<file path="src/hdl/mprc_pkg.sv">
/*
 * Shared constants, bit timing and state codes of the repeater core.
 * Assumes a single 20 MHz master clock and an active-low reset.
 */
// Notes on behaviour
// Single active port repeats to other enabled ports
// Repeated data also drives expansion serial line
// At least 56 preamble bits before delimiter
// Over 65536 bits transmitting: lock out 96
// Jabber lockout state visible as status output
// Fragments under 96 bits extended by jam
// Asynchronous bus mode may extend to 97
// Partitioned port transmits but receiver ignored
// Partition after SQE active over 2048 bits
// Partition after 32 consecutive collided transmit attempts
// Standard: reconnect on clean 512+ bit packet
// Alternate: only clean transmitted packets reconnect
// Partition logic separate for every port
// Transmit and one-port-left collisions jam correctly
// Each port individually switchable off
// Low reset returns all logic to default
// System supplies 20 MHz master clock
// Expansion request low while device is active
// Arbiter collision input starts own jam
// Per-port bit picks standard or alternate
// Bit time is two master clock cycles
package mprc_pkg;
    // ****************************************************************
    // Timing
    // ****************************************************************
    localparam int CLK_NS = 50;
    localparam int BIT_NS = 100;
    localparam int CYC_PER_BIT = BIT_NS / CLK_NS;
    localparam int PREAMBLE_BITS = 56;
    localparam int FRAG_BITS = 96;
    localparam int FRAG_BITS_ASYNC = 97;
    localparam int JABBER_BITS = 65536;
    localparam int LOCKOUT_BITS = 96;
    localparam int SQE_BITS = 2048;
    localparam int COL_ATTEMPTS = 32;
    localparam int RECON_BITS = 512;
    localparam int DEFAULT_PORTS = 14;

    // ****************************************************************
    // Repeater states
    // ****************************************************************
    typedef enum logic [2:0] {
        ST_IDLE = 3'b000,
        ST_PRE = 3'b001,
        ST_DATA = 3'b010,
        ST_JAM = 3'b011,
        ST_LOCK = 3'b100
    } mprc_state_t;
endpackage

</file>
<file path="src/hdl/mprc_ptn_if.sv">
/*
 * Per-port link between the repeater core and one partition unit.
 * Assumes both ends run on the core clock.
 */
interface mprc_ptn_if;
    logic bit_tick;
    logic enabled;
    logic alt;
    logic rx_act;
    logic sqe;
    logic tx_on;
    logic collided;
    logic frame_end;
    logic partitioned;
    modport core (
        output bit_tick, enabled, alt, rx_act, sqe, tx_on, collided,
        output frame_end,
        input partitioned
    );
    modport unit (
        input bit_tick, enabled, alt, rx_act, sqe, tx_on, collided,
        input frame_end,
        output partitioned
    );
endinterface

</file>
<file path="src/hdl/mprc_ptn_unit.sv">
/*
 * Partition and reconnection state of one network port.
 * Assumes frame_end pulses once at the end of each repeater frame.
 */
module mprc_ptn_unit (
    // Clock and reset
    input wire logic clock_i,
    input wire logic nrst_i,
    // Core link
    mprc_ptn_if.unit p
);
    typedef struct packed {
        logic [12:0] sqe_cnt;
        logic [5:0] att_cnt;
        logic [9:0] len_cnt;
        logic tx_seen;
        logic rx_seen;
        logic col_seen;
        logic rx_prev;
        logic part;
    } mprc_ptn_state_t;

    mprc_ptn_state_t r_reg;
    mprc_ptn_state_t r_next;
    logic end_evt;

    // The core ignores a partitioned receiver, so its own carrier end
    // closes the frame for reconnection
    assign end_evt = p.frame_end || (r_reg.part && r_reg.rx_prev
        && !p.rx_act && !r_reg.tx_seen);

    // ****************************************************************
    // Next state
    // ****************************************************************
    always_comb
    begin
        r_next = r_reg;
        r_next.rx_prev = p.rx_act;
        // Stuck SQE counts only while the port is enabled
        if (p.sqe && p.enabled)
        begin
            if (p.bit_tick && r_reg.sqe_cnt <= 13'(mprc_pkg::SQE_BITS))
                r_next.sqe_cnt = r_reg.sqe_cnt + 13'h0001;
        end
        else
            r_next.sqe_cnt = '0;
        if (r_reg.sqe_cnt > 13'(mprc_pkg::SQE_BITS))
            r_next.part = 1'b1;
        if (p.tx_on)
            r_next.tx_seen = 1'b1;
        if (p.rx_act)
            r_next.rx_seen = 1'b1;
        if (p.collided)
            r_next.col_seen = 1'b1;
        if ((p.tx_on || p.rx_act) && p.bit_tick
            && r_reg.len_cnt <= 10'(mprc_pkg::RECON_BITS))
            r_next.len_cnt = r_reg.len_cnt + 10'h001;
        if (end_evt)
        begin
            if (r_reg.tx_seen && p.enabled)
            begin
                if (r_reg.col_seen)
                begin
                    r_next.att_cnt = r_reg.att_cnt + 6'h01;
                    if (r_reg.att_cnt == 6'(mprc_pkg::COL_ATTEMPTS - 1))
                    begin
                        r_next.part = 1'b1;
                        r_next.att_cnt = '0;
                    end
                end
                else
                    r_next.att_cnt = '0;
            end
            // Alternate rule ignores received packets
            if (r_reg.part && !r_reg.col_seen
                && r_reg.len_cnt > 10'(mprc_pkg::RECON_BITS)
                && (r_reg.tx_seen || (!p.alt && r_reg.rx_seen)))
                r_next.part = 1'b0;
            r_next.tx_seen = 1'b0;
            r_next.rx_seen = 1'b0;
            r_next.col_seen = 1'b0;
            r_next.len_cnt = '0;
        end
    end

    always_ff @(posedge clock_i or negedge nrst_i)
    begin
        if (!nrst_i)
            r_reg <= '0;
        else
            r_reg <= r_next;
    end

    assign p.partitioned = r_reg.part;

    // ****************************************************************
    // Checks
    // ****************************************************************
    a_sqe_partition: assert property (
        @(posedge clock_i) disable iff (!nrst_i)
        r_reg.sqe_cnt > 13'(mprc_pkg::SQE_BITS) |=> r_reg.part)
        else $error("stuck SQE did not partition the port");
    a_attempt_clear: assert property (
        @(posedge clock_i) disable iff (!nrst_i)
        p.frame_end && p.enabled && r_reg.tx_seen && !r_reg.col_seen
        |=> r_reg.att_cnt == 6'h00)
        else $error("clean transmit did not clear attempt count");
    a_alt_rx_ignored: assert property (
        @(posedge clock_i) disable iff (!nrst_i)
        end_evt && p.alt && r_reg.part && !r_reg.tx_seen
        |=> r_reg.part)
        else $error("alternate rule reconnected on receive only");
endmodule

</file>
<file path="src/hdl/mprc_core.sv">
/*
 * Repeater core: picks the single receiving port, regenerates preamble,
 * repeats to all other enabled ports and the expansion bus, jams on
 * collision, extends fragments and cuts jabber.
 * Assumes synchronous port inputs and one 20 MHz clock.
 */
module mprc_core #(
    parameter int PORTS = mprc_pkg::DEFAULT_PORTS,
    parameter int JABBER_BITS = mprc_pkg::JABBER_BITS
) (
    // Clock and reset
    input wire logic clock_i,
    input wire logic nrst_i,
    // Network ports
    input wire logic [PORTS-1:0] rx_crs_i,
    input wire logic [PORTS-1:0] rx_dat_i,
    input wire logic [PORTS-1:0] col_i,
    input wire logic [PORTS-1:0] sqe_i,
    output logic [PORTS-1:0] tx_en_o,
    output logic [PORTS-1:0] tx_dat_o,
    // Port control and status
    input wire logic [PORTS-1:0] port_en_i,
    input wire logic [PORTS-1:0] alt_algo_i,
    output logic [PORTS-1:0] port_partitioned_o,
    output logic tx_jabber_lockout_o,
    // Expansion bus
    input wire logic async_mode_i,
    output logic exp_req_n_o,
    input wire logic exp_ack_n_i,
    input wire logic exp_col_n_i,
    input wire logic expansion_serial_line_i,
    output logic expansion_serial_line_o,
    output logic expansion_serial_line_oe_o,
    input wire logic exp_jam_i,
    output logic exp_jam_o,
    output logic exp_jam_oe_o
);
    localparam int BW = $clog2(JABBER_BITS) + 2;
    localparam int IW = $clog2(PORTS);
    localparam int LOCK_CYC =
        mprc_pkg::LOCKOUT_BITS * mprc_pkg::CYC_PER_BIT;

    if (PORTS < 2 || JABBER_BITS < mprc_pkg::FRAG_BITS_ASYNC)
    begin : g_bad_cfg
        $error("mprc_core: PORTS or JABBER_BITS out of range");
    end

    typedef struct packed {
        mprc_pkg::mprc_state_t st;
        logic div;
        logic fdiv;
        logic [IW-1:0] src;
        logic from_exp;
        logic [BW-1:0] bits;
        logic [6:0] lock_cnt;
        logic [PORTS-1:0] tx_en;
        logic tx_dat;
        logic req;
    } mprc_core_state_t;

    mprc_core_state_t r_reg;
    mprc_core_state_t r_next;

    // ****************************************************************
    // Helpers
    // ****************************************************************
    function automatic logic [IW:0] count_ones(input logic [PORTS-1:0] v);
        logic [IW:0] c;
        c = '0;
        for (int i = 0; i < PORTS; i++)
            c = c + (IW+1)'(v[i]);
        return c;
    endfunction

    function automatic logic [IW-1:0] first_set(input logic [PORTS-1:0] v);
        logic [IW-1:0] k;
        k = '0;
        for (int i = PORTS - 1; i >= 0; i--)
            if (v[i])
                k = IW'(i);
        return k;
    endfunction

    // ****************************************************************
    // Port activity
    // ****************************************************************
    logic [PORTS-1:0] part;
    logic [PORTS-1:0] live;
    logic [PORTS-1:0] coll;
    logic [IW:0] n_live;
    logic any_col;
    logic tick;
    logic exp_in;
    logic busy;
    logic src_crs;
    logic src_dat;
    logic [BW-1:0] frag;

    // Partitioned or disabled receivers take no part in repeating
    assign live = rx_crs_i & port_en_i & ~part;
    assign coll = col_i & port_en_i & ~part;
    assign n_live = count_ones(live);
    assign tick = r_reg.div;
    assign exp_in = !exp_ack_n_i && !r_reg.req;
    assign any_col = (|coll) || !exp_col_n_i
        || (n_live > (IW+1)'(1)) || (r_reg.from_exp && exp_jam_i);
    assign busy = r_reg.st == mprc_pkg::ST_PRE
        || r_reg.st == mprc_pkg::ST_DATA || r_reg.st == mprc_pkg::ST_JAM;
    assign src_crs = r_reg.from_exp ? exp_in : rx_crs_i[r_reg.src];
    assign src_dat = r_reg.from_exp ? expansion_serial_line_i
        : rx_dat_i[r_reg.src];
    // Asynchronous bus timing may cost one extra jam bit
    assign frag = async_mode_i ? BW'(mprc_pkg::FRAG_BITS_ASYNC)
        : BW'(mprc_pkg::FRAG_BITS);

    // ****************************************************************
    // Repeater sequence
    // ****************************************************************
    always_comb
    begin
        r_next = r_reg;
        r_next.div = ~r_reg.div;
        r_next.fdiv = ~r_reg.fdiv;
        if (tick && busy)
            r_next.bits = r_reg.bits + BW'(1);
        case (r_reg.st)
            mprc_pkg::ST_IDLE:
            begin
                r_next.bits = '0;
                r_next.div = 1'b0;
                r_next.tx_dat = 1'b1;
                r_next.from_exp = 1'b0;
                if (n_live > (IW+1)'(1) || |coll)
                    r_next.st = mprc_pkg::ST_JAM;
                else if (n_live == (IW+1)'(1))
                begin
                    r_next.src = first_set(live);
                    r_next.st = mprc_pkg::ST_PRE;
                end
                else if (exp_in)
                begin
                    r_next.from_exp = 1'b1;
                    r_next.st = mprc_pkg::ST_DATA;
                end
            end
            mprc_pkg::ST_PRE:
            begin
                // Fresh 1010 pattern, received preamble is discarded
                if (tick)
                begin
                    r_next.tx_dat = ~r_reg.tx_dat;
                    if (any_col)
                        r_next.st = mprc_pkg::ST_JAM;
                    else if (r_reg.bits == BW'(mprc_pkg::PREAMBLE_BITS - 1))
                        r_next.st = mprc_pkg::ST_DATA;
                end
            end
            mprc_pkg::ST_DATA:
            begin
                if (tick)
                begin
                    r_next.tx_dat = src_dat;
                    if (any_col && !r_reg.from_exp)
                        r_next.st = mprc_pkg::ST_JAM;
                    else if (r_reg.from_exp && exp_jam_i)
                        r_next.st = mprc_pkg::ST_JAM;
                    else if (!src_crs)
                        r_next.st = (r_reg.bits < frag && !r_reg.from_exp)
                            ? mprc_pkg::ST_JAM : mprc_pkg::ST_IDLE;
                end
            end
            mprc_pkg::ST_JAM:
            begin
                // Jam runs on while any enabled, unpartitioned port remains active
                if (tick)
                begin
                    r_next.tx_dat = ~r_reg.tx_dat;
                    if (r_reg.bits >= frag - BW'(1) && n_live == '0
                        && !(|coll) && exp_col_n_i)
                        r_next.st = mprc_pkg::ST_IDLE;
                end
            end
            mprc_pkg::ST_LOCK:
            begin
                r_next.bits = '0;
                if (tick)
                begin
                    r_next.lock_cnt = r_reg.lock_cnt + 7'h01;
                    if (r_reg.lock_cnt == 7'(mprc_pkg::LOCKOUT_BITS - 1))
                        r_next.st = mprc_pkg::ST_IDLE;
                end
            end
            default:
                r_next.st = mprc_pkg::ST_IDLE;
        endcase
        if (busy && tick && r_reg.bits > BW'(JABBER_BITS))
        begin
            r_next.st = mprc_pkg::ST_LOCK;
            r_next.lock_cnt = '0;
        end
        case (r_next.st)
            mprc_pkg::ST_PRE, mprc_pkg::ST_DATA:
                r_next.tx_en = r_next.from_exp ? port_en_i
                    : port_en_i & ~(PORTS'(1) << r_next.src);
            mprc_pkg::ST_JAM:
                r_next.tx_en = port_en_i;
            default:
                r_next.tx_en = '0;
        endcase
        // Active: a port receiving or colliding, or own frame under way
        r_next.req = (n_live != '0) || (|coll) || (!r_next.from_exp
            && r_next.st != mprc_pkg::ST_IDLE
            && r_next.st != mprc_pkg::ST_LOCK);
    end

    always_ff @(posedge clock_i or negedge nrst_i)
    begin
        if (!nrst_i)
        begin
            r_reg <= '0;
            r_reg.st <= mprc_pkg::ST_IDLE;
        end
        else
            r_reg <= r_next;
    end

    // ****************************************************************
    // Outputs
    // ****************************************************************
    assign tx_en_o = r_reg.tx_en;
    assign tx_dat_o = {PORTS{r_reg.tx_dat}};
    assign port_partitioned_o = part;
    assign tx_jabber_lockout_o = r_reg.st == mprc_pkg::ST_LOCK;
    assign exp_req_n_o = ~r_reg.req;
    assign expansion_serial_line_oe_o = r_reg.req && !exp_ack_n_i;
    assign expansion_serial_line_o = r_reg.tx_dat;
    assign exp_jam_oe_o = r_reg.req && !exp_ack_n_i;
    assign exp_jam_o = r_reg.st == mprc_pkg::ST_JAM;

    // ****************************************************************
    // Partition units, one per port
    // ****************************************************************
    logic frame_end;
    assign frame_end = busy && !(r_next.st == mprc_pkg::ST_PRE
        || r_next.st == mprc_pkg::ST_DATA || r_next.st == mprc_pkg::ST_JAM);

    for (genvar g = 0; g < PORTS; g++)
    begin : g_port
        mprc_ptn_if lnk ();
        // Free-running tick: partition timing must run while idle too
        assign lnk.bit_tick = r_reg.fdiv;
        assign lnk.enabled = port_en_i[g];
        assign lnk.alt = alt_algo_i[g];
        assign lnk.rx_act = rx_crs_i[g] && port_en_i[g];
        assign lnk.sqe = sqe_i[g];
        assign lnk.tx_on = r_reg.tx_en[g];
        assign lnk.collided = col_i[g] && (r_reg.tx_en[g] || rx_crs_i[g]);
        assign lnk.frame_end = frame_end;
        assign part[g] = lnk.partitioned;
        mprc_ptn_unit u_ptn (
            .clock_i(clock_i),
            .nrst_i(nrst_i),
            .p(lnk)
        );
    end

    // ****************************************************************
    // Checks
    // ****************************************************************
    logic [8:0] lock_cyc_reg;
    always_ff @(posedge clock_i or negedge nrst_i)
    begin
        if (!nrst_i)
            lock_cyc_reg <= '0;
        else if (r_reg.st == mprc_pkg::ST_LOCK)
            lock_cyc_reg <= lock_cyc_reg + 9'h001;
        else
            lock_cyc_reg <= '0;
    end

    a_lock_length: assert property (
        @(posedge clock_i) disable iff (!nrst_i)
        r_reg.st != mprc_pkg::ST_LOCK && $past(r_reg.st) == mprc_pkg::ST_LOCK
        |-> lock_cyc_reg == 9'(LOCK_CYC))
        else $error("jabber lockout length wrong");
    a_jabber_cut: assert property (
        @(posedge clock_i) disable iff (!nrst_i)
        busy && tick && r_reg.bits > BW'(JABBER_BITS)
        |=> r_reg.st == mprc_pkg::ST_LOCK && tx_en_o == '0)
        else $error("jabber did not stop transmitters");
    a_preamble_len: assert property (
        @(posedge clock_i) disable iff (!nrst_i)
        r_reg.st == mprc_pkg::ST_DATA && $past(r_reg.st) == mprc_pkg::ST_PRE
        |-> $past(r_reg.bits) == BW'(mprc_pkg::PREAMBLE_BITS - 1))
        else $error("preamble shorter than required");
    a_frag_extend: assert property (
        @(posedge clock_i) disable iff (!nrst_i)
        r_reg.st == mprc_pkg::ST_IDLE && $past(busy) && !$past(r_reg.from_exp)
        |-> $past(r_reg.bits) >= BW'(mprc_pkg::FRAG_BITS - 1))
        else $error("fragment not extended");
    a_req_active: assert property (
        @(posedge clock_i) disable iff (!nrst_i)
        n_live != '0 |=> !exp_req_n_o)
        else $error("request not raised while receiving");
    a_part_ignored: assert property (
        @(posedge clock_i) disable iff (!nrst_i)
        $rose(r_reg.st == mprc_pkg::ST_PRE)
        |-> $past(live) == (PORTS'(1) << r_reg.src))
        else $error("repeat source not a live port");
endmodule

</file>
<file path="config.mk">
export PLATFORM = sky130hd
export DESIGN_NAME = mprc_core
export DESIGN_NICKNAME = d
export VERILOG_FILES = /design/src/hdl/mprc_pkg.sv /design/src/hdl/mprc_ptn_if.sv /design/src/hdl/mprc_ptn_unit.sv /design/src/hdl/mprc_core.sv
export SDC_FILE = /design/constraint.sdc
export NUM_CORES = 1
export LEC_CHECK = 0
export ABC_AREA = 1
export BUFFER_PORTS_ARGS = -buffer_cell sky130_fd_sc_hd__buf_2
export CAP_MARGIN = 20
export CORE_MARGIN = 4
export CORE_UTILIZATION = 60
export DETAILED_ROUTE_END_ITERATION = 16
export PLACE_DENSITY = 0.75
export SLEW_MARGIN = 25
export SYNTH_ARGS = -nofsm -noshare
export SYNTH_HDL_FRONTEND = slang
export SYNTH_HIERARCHICAL = 1
export SYNTH_SLANG_ARGS = --single-unit
</file>
<file path="constraint.sdc">
create_clock -name clock_i -period 12.3 [get_ports clock_i]
set_clock_uncertainty 0.1 [all_clocks]
set_input_delay 1.23 -clock clock_i [delete_from_list [all_inputs] [get_ports clock_i]]
set_output_delay 1.23 -clock clock_i [all_outputs]
set_load 0.1 [all_outputs]
</file>
==> results.tsv, run 1 <==
stage	metric	value	unit
sta	fin crit period	7.36	ns
grt	largest net degree at the start of global routing	150	
die	Die W	247	µm
placed_design	Final Wtd Congestion	0.928	
placed_design	dpl hpwl	58100	µm
grt	first-pass GRT wire length	137000	µm
synthesis	cells after synthesis	4819	
synthesis	syn_area_per_cell	7.11	µm²
die	core area	56500	µm²
clocking	TritonCTS clock tree	yes	
clocking	# H-tree levels	2	
drt	via count	30800	
finish	final net count	5115	
clocking	clock tree buffer depth	3	
synthesis	Most used DFF post-synth	dfrtp_1	
drt	Antenna Violating Nets Remaining	0	
setup_path	CP Capture Type	register	
synthesis	area fraction of the dominant cell type after synthesis	38.5	%
finish	post-layout util	66.0	%
grt	vias in the first global route	28300	
hold_path	worst hold path type	register to register	
clocking	Num Clock Sinks	527	
synthesis	Seq/Total Area, Yosys	38.5	%
clocking	cts repair resizes	0	
job	max cap viols	0	
sta	Slew headroom	41.0	%
sta	RSZ-0062 raised after global routing	no	
drt	DRC viols	0	
synthesis	Distinct cells, synth	44	
drt	wire per inst	14.2	µm
sta	Hold Violations, Final	0	
synthesis	post-synth design cell area	34200	µm²
grt	initial antenna violation count	8	
outcome	status	finished, final reports clean	
die	die span in y	247	µm
grt	GRT Max-Usage Layer	met2	
power_and_ir_drop	VDD IR-drop max	247	µV
sta	Tcrit/Tclk final	59.8	%
setup_path	Worst EP required	12.76	ns
setup_path	critical-path maximum fanout	20	
drt	1st-pass router iterations	6	
sta	Final setup viols	0	
drt	DR iter-0 viols	2101	
drt	vias per inst	5.36	
finish	filler instances	5035	
setup_path	Critical Path AT	7.82	ns
die	die area	61000	µm²
synthesis	number of synthesized register bits	527	
synthesis	dominant cells by area after synthesis	dfrtp_1, nand2_1, nor2_1	
power_and_ir_drop	Power Dens Cells	167	nW/µm²
sta	f_max	136	MHz
synthesis	asr flop ratio synth	100	%
clocking	Worst-path clk slew	0.06	ns
die	io pins	139	
setup_path	Worst path most repeated cell	nand2_1	
grt	global-route met2 utilization	43.4	%
clocking	CTS Buf Count	58	
setup_path	Setup CP Type	primary input to register	
synthesis	synth cell count leaders	nand2_1, nor2_1, inv_1	
finish	share of cells above drive strength 1	9.90	%
sta	Setup TNS	0	ns
power_and_ir_drop	leakage	19.0	nW
synthesis	synth warn	6	
sta	pin slew with the least headroom to its limit	0.884	ns
finish	Area Growth Syn to Fin	8.93	%
grt	GR Util met1	37.3	%
clocking	post-CTS setup repair buffer count	0	
synthesis	EDFF count, synth	0	
clocking	hold_buf cts	0	
placed_design	PortBufs	138	
synthesis	Synthesized Nets	5003	
die	number of core rows	87	
synthesis	most frequent cell after synthesis	nand2_1	
clocking	Skew-Pair Late Insertion Delay	0.62	ns
die	initial core utilization	60.6	%
drt	Post-Route WL	81500	µm
sta	hold_ws	0.406	ns
setup_path	CP Launch Type	primary input	
sta	Final Max Tran Viols	0	
synthesis	post-synth top area cell	dfrtp_1	
finish	max reg flops	462	
clocking	clock root buffer master	clkbuf_16	
grt	GR Overflow Total	0	
setup_path	CP peak stage delay	0.55	ns
grt	aggregate global-route resource usage	26.7	%
setup_path	slowest cell on the critical path	fa_1	
grt	M3 GR Usage	3.96	%
-- cell families after synthesis --
family          synth area share [%]
buf+inv                         8.88
compound gates                  5.73
fa+ha+maj                       3.60
xor+xnor                        3.66
simple gates                    39.6
flops                           38.5
-- cell type report --
type / count / area (µm²) / share of cell area [%]
Clock inverter: 21 / 255 / 0.684
Timing Repair Buffer: 145 / 773 / 2.07
Sequential cell: 527 / 13200 / 35.4
Inverter: 619 / 2330 / 6.24
Clock buffer: 86 / 1770 / 4.75
Multi-Input combinational cell: 3580 / 18000 / 48.3
Antenna cell: 7 / 17.5 / 0.0470
Tap cell: 756 / 946 / 2.54
-- cells in the final DEF, fill, tap and decap left out, drive strengths merged --
cell type  instances
nor2             725
a31oi              1
ha                84
o221ai             2
o22ai              2
a2111oi            1
a21oi            131
diode              7
inv              605
nor3              96
nand2           1400
a22oi              1
o21bai             2
fa                 9
nand3            522
o211ai             1
buf              145
xor2             127
a2bb2oi            1
nor4               3
or2                1
bufinv             6
nand3b            17
nor3b              1
o21ai            175
dfrtp            527
a21boi             5
xnor2             16
nand4            228
clkinv            29
o21a              29
clkbuf            86
-- critical path, delay by kind of cell --
kind	cells	cell delay, ns
AO/OA/AOI/OAI	1	0.21
AND/OR/NAND/NOR	16	2.65
buffers and inverters	8	1.21
adder cells (fa/ha/maj)	6	2.53
-- power breakdown --
| group | total, W | switching, W | internal, W |
|---|---|---|---|
| registers | 0.00228 | 0.000283 | 0.00200 |
| clock network | 0.00183 | 0.000719 | 0.00111 |
| logic | 0.00211 | 0.00161 | 0.000501 |
| total | 0.00622 | 0.00261 | 0.00361 |
-- per-layer routing --
layer | share of wire (%) | wire length, µm
met5 | 0.038 | 31
met4 | 2.8 | 2270
met3 | 5.7 | 4610
met2 | 46 | 37400
met1 | 46 | 37200
-- metrics by stage --
step	area, µm²	cells	power [W]	worst slack [ns]
3_3_place_gp	35300	5627	0.00437	4.57
6_report	37300	5741	0.00622	4.94
2_1_floorplan	34200	4819	0.00393	4.62
5_1_grt	37300	5735	0.00661	4.57
4_1_cts	37300	5734	0.00626	5.08
3_5_place_dp	35300	5627	0.00440	4.42
-- worst paths after layout --
path                                                     from                             end  slack (ns)  depth (start not counted)
worst max-delay path                             port_en_i[9]  g_port[13].u_ptn/p.partitioned        4.94                         31
worst min-delay path                 g_port[7].u_ptn/r_reg[3]        g_port[7].u_ptn/r_reg[3]        0.41                          2
worst max register to register  g_port[9].u_ptn/p.partitioned  g_port[13].u_ptn/p.partitioned        5.28                         29
worst min register to register       g_port[7].u_ptn/r_reg[3]        g_port[7].u_ptn/r_reg[3]        0.41                          2
max in group asynchronous                              nrst_i      g_port[10].u_ptn/r_reg[32]        9.62                          3
min in group asynchronous                              nrst_i       g_port[5].u_ptn/r_reg[28]        0.57                          1
Power figures use the tool's default switching activity.
==> run 2: changes to the inputs <==
--- a/config.mk
+++ b/config.mk
@@ -5,11 +5,11 @@
 export SDC_FILE = /design/constraint.sdc
 export NUM_CORES = 1
 export LEC_CHECK = 0
-export ABC_AREA = 1
+export ABC_AREA = 0
 export BUFFER_PORTS_ARGS = -buffer_cell sky130_fd_sc_hd__buf_2
 export CAP_MARGIN = 20
 export CORE_MARGIN = 4
-export CORE_UTILIZATION = 60
+export CORE_UTILIZATION = 57
 export DETAILED_ROUTE_END_ITERATION = 16
 export PLACE_DENSITY = 0.75
 export SLEW_MARGIN = 25
==> constraint.sdc (replaced) <==
create_clock -name clock_i -period 6.5 [get_ports clock_i]
set_clock_uncertainty 0.1 [all_clocks]
set_input_delay 0.65 -clock clock_i [delete_from_list [all_inputs] [get_ports clock_i]]
set_output_delay 0.65 -clock clock_i [all_outputs]
set_load 0.1 [all_outputs]
==> results.tsv, run 2 <==
stage	metric	value	unit	change
outcome	status	finished, final reports clean		
drt	Antenna Violating Nets Remaining	0		unchanged
synthesis	Seq/Total Area, Yosys	43.5	%	+5.0 points
synthesis	Most used DFF post-synth	dfrtp_1		
grt	M3 GR Usage	3.70	%	-0.25 points
drt	wire per inst	17.9	µm	+26%
grt	largest net degree at the start of global routing	157		+4.7%
sta	Slew headroom	33.2	%	-7.9 points
finish	post-layout util	65.0	%	-1.1 points
setup_path	Critical Path AT	6.81	ns	-1.01 ns
power_and_ir_drop	Comb pwr share	31.5	%	-2.4 points
synthesis	syn_area_per_cell	9.16	µm²	+29%
power_and_ir_drop	sw power	0.00433	W	+66%
finish	max reg flops	462		unchanged
sta	pin slew with the least headroom to its limit	0.992	ns	+0.108 ns
grt	GRT Max-Usage Layer	met2		
sta	post-route setup slack	0.133	ns	-4.81 ns
setup_path	critical-path maximum fanout	8		-60%
finish	final net count	3631		-29%
drt	DR iter-0 viols	2109		+0.38%
power_and_ir_drop	Power Dens Cells	331	nW/µm²	+99%
setup_path	Worst EP required	6.94	ns	-5.82 ns
job	max cap viols	0		unchanged
synthesis	most frequent cell after synthesis	dfrtp_1		
grt	vias in the first global route	25200		-11%
drt	vias per inst	6.22		+16%
finish	multi-input logic area	16100	µm²	-11%
grt	GR Util met1	35.6	%	-1.8 points
clocking	Skew-Pair Late Insertion Delay	0.61	ns	about the same
sta	Final Max Tran Viols	0		unchanged
power_and_ir_drop	VDD IR-drop max	262	µV	+6.1%
synthesis	asr flop ratio synth	100	%	unchanged
setup_path	Reg2Reg Setup Slack	0.13	ns	-5.15 ns
die	die span in y	239	µm	-3.4%
sta	Tcrit/Tclk final	97.9	%	
finish	Area Growth Syn to Fin	12.7	%	
clocking	CTS Buf Count	58		unchanged
die	number of core rows	84		-3.4%
hold_path	Hold Crit Depth	2		unchanged
finish	most frequent cells in the layout	dfrtp_1, nand2_1, nor2_1		
sta	Final setup viols	0		unchanged
setup_path	end of the worst register-to-register path	g_port[11].u_ptn/r_reg[20]		
synthesis	post-synth design cell area	30300	µm²	-12%
drt	1st-pass router iterations	8		+2
setup_path	CP Launch Type	register		
sta	hold_ws	0.196	ns	-0.210 ns
synthesis	post-synth top area cell	dfrtp_1		
hold_path	hold endpoint	g_port[2].u_ptn/r_reg[33]		
synthesis	synth warn	6		unchanged
clocking	clock root buffer master	clkbuf_16		
clocking	# H-tree levels	2		unchanged
die	Die W	239	µm	-3.4%
clocking	TritonCTS clock tree	yes		
sta	fin crit period	6.37	ns	
drt	DRC viols	0		unchanged
die	io pins	139		unchanged
placed_design	dpl hpwl	52800	µm	-9.1%
die	initial core utilization	57.7	%	-2.9 points
clocking	clock tree buffer depth	3		unchanged
placed_design	Final Wtd Congestion	0.917		-1.1%
synthesis	Distinct cells, synth	77		+75%
power_and_ir_drop	Clk pwr share	29.9	%	+0.4 points
sta	RSZ-0062 raised after global routing	yes		
synthesis	number of synthesized register bits	527		unchanged
grt	first-pass GRT wire length	124000	µm	-9.7%
sta	f_max	157	MHz	
finish	most common library cell in the layout ignoring fill and taps	dfrtp_1		
synthesis	area fraction of the dominant cell type after synthesis	43.5	%	+5.0 points
grt	global-route met2 utilization	42.0	%	-1.4 points
synthesis	synth cell count leaders	dfrtp_1, nand2_1, nor2_1		
die	die area	56900	µm²	-6.6%
finish	share of cells above drive strength 1	13.1	%	+3.2 points
drt	Post-Route WL	74900	µm	-8.1%
synthesis	Synthesized Nets	3491		-30%
synthesis	cells after synthesis	3307		-31%
hold_path	worst hold path type	primary input to register		
power_and_ir_drop	register share of total power	38.6	%	+2.0 points
grt	aggregate global-route resource usage	25.7	%	-1.0 points
setup_path	Reg2Reg Depth	25		-14%
setup_path	CP Capture Type	register		
finish	filler instances	4233		-16%
grt	initial antenna violation count	3		-5
grt	GR Overflow Total	0		unchanged
placed_design	pre-CTS setup slack	-0.345	ns	-4.77 ns
placed_design	PortBufs	138		unchanged
die	core area	52600	µm²	-7.0%
synthesis	dominant cells by area after synthesis	dfrtp_1, nand3_1, nand2_1		
synthesis	EDFF count, synth	0		unchanged
drt	via count	26000		-16%
finish	register area	13200	µm²	unchanged
clocking	Num Clock Sinks	527		unchanged
clocking	Worst-path clk slew	0.06	ns	about the same
power_and_ir_drop	Pint	0.00698	W	+93%
hold_path	Hold Path Origin	sqe_i[2]		
sta	Hold Violations, Final	0		unchanged
power_and_ir_drop	sw frac	38.3	%	-3.7 points
setup_path	worst reg2reg startpoint	g_port[7].u_ptn/p.partitioned		
setup_path	Setup CP Type	register to register		
power_and_ir_drop	leakage	14.4	nW	-24%
-- run 2: changes by cell type after synthesis, sizes merged, moves of 91 or more --
cell	previous run	this run
mux2i	0	100
clkbuf	1	92
nand3	522	223
inv	605	155
nand2	1400	288
nand4	228	38
xor2	127	30
nor2	725	281
-- run 2: kinds of logic after synthesis --
logic type	Yosys count	share of synthesized area (%)
adder cells (fa/ha/maj)	93	4.06
multiplexers	109	3.84
flip-flops	527	43.5
buffers and inverters	294	4.19
XOR/XNOR	92	2.66
AO/OA/AOI/OAI	719	15.5
AND/OR/NAND/NOR	1473	26.2
-- run 2: how the worst max path moves through the flow --
stage / from / endpoint / slack (ns) / cells past startpoint
finish: g_port[7].u_ptn/p.partitioned / g_port[11].u_ptn/r_reg[20] / 0.13 / 25
global placement: port_en_i[7] / g_port[13].u_ptn/r_reg[20] / -0.09 / 25
floorplan: rx_crs_i[3] / g_port[0].u_ptn/r_reg[20] / -0.53 / 23
detailed placement: port_en_i[7] / g_port[11].u_ptn/r_reg[20] / -0.35 / 25
CTS: g_port[7].u_ptn/p.partitioned / g_port[4].u_ptn/r_reg[20] / 0.04 / 25
global route: g_port[7].u_ptn/p.partitioned / g_port[6].u_ptn/r_reg[20] / -0.07 / 25
-- run 2: area by class of cell --
class	count	area share, %
multi-input cells	2486	47.0
clock buffers	92	5.19
flip-flops and latches	527	38.6
repair buffers	219	4.31
diodes	2	0.0147
well taps	688	2.52
inverters	155	1.70
clock inverters	13	0.586
-- run 2: critical path, cell delays in order, from the launching register on --
cell and delay [ns]:
dfrtp_1 0.38, nand3b_1 0.26, inv_2 0.09, fa_1 0.54, inv_2 0.05, fa_1 0.54, inv_1 0.06, fa_1 0.47
fa_1 0.52, ha_2 0.19, inv_2 0.04, fa_1 0.48, nor2b_2 0.14, o221ai_2 0.11, nor4_4 0.25, buf_4 0.19
nand2_4 0.07, o31a_1 0.29, a21oi_4 0.16, a31oi_4 0.12, nor3_4 0.28, buf_12 0.20, nand3_2 0.08, or4_4 0.42
a21oi_2 0.16, a21o_1 0.10
-- run 2: power groups by stage --
stage,Combinational (W),Clock [W],Sequential (W)
finish,0.00357,0.00338,0.00437
global route,0.00389,0.00359,0.00444
CTS,0.00342,0.00345,0.00435
detailed placement,0.00340,0,0.00440
global placement,0.00328,0,0.00437
floorplan,0.00270,0,0.00416
-- run 2: metal layers --
metal,routed length (µm),vias up,share of wire [%]
li1,-,12300,-
met3,4400,159,5.9
met4,2290,2,3.1
met1,32700,12800,44
met2,35500,778,47
met5,13,-,0.017
-- run 2: what timing repair did --
| action | in CTS | in global routing |
|---|---|---|
| hold buffers | 1 | 0 |
| setup endpoints to repair | 4 | 48 |
| setup buffers | 1 | 6 |
| pin swaps | 1 | 2 |
| gates cloned | 0 | 2 |
| resized for setup | 0 | 25 |
| endpoints found under the hold margin | 86 | 0 |
-- run 2: metrics by stage --
stage	area [µm²]	setup TNS [ns]	total power, W	std cells
after floorplan	30500	-79.10	0.00686	3307
after global placement	32000	-0.978	0.00764	4065
after detailed placement	32000	-25.62	0.00780	4065
after CTS	34000	0	0.0112	4172
after global routing	34100	-1.02	0.0119	4181
final	34100	0	0.0113	4182
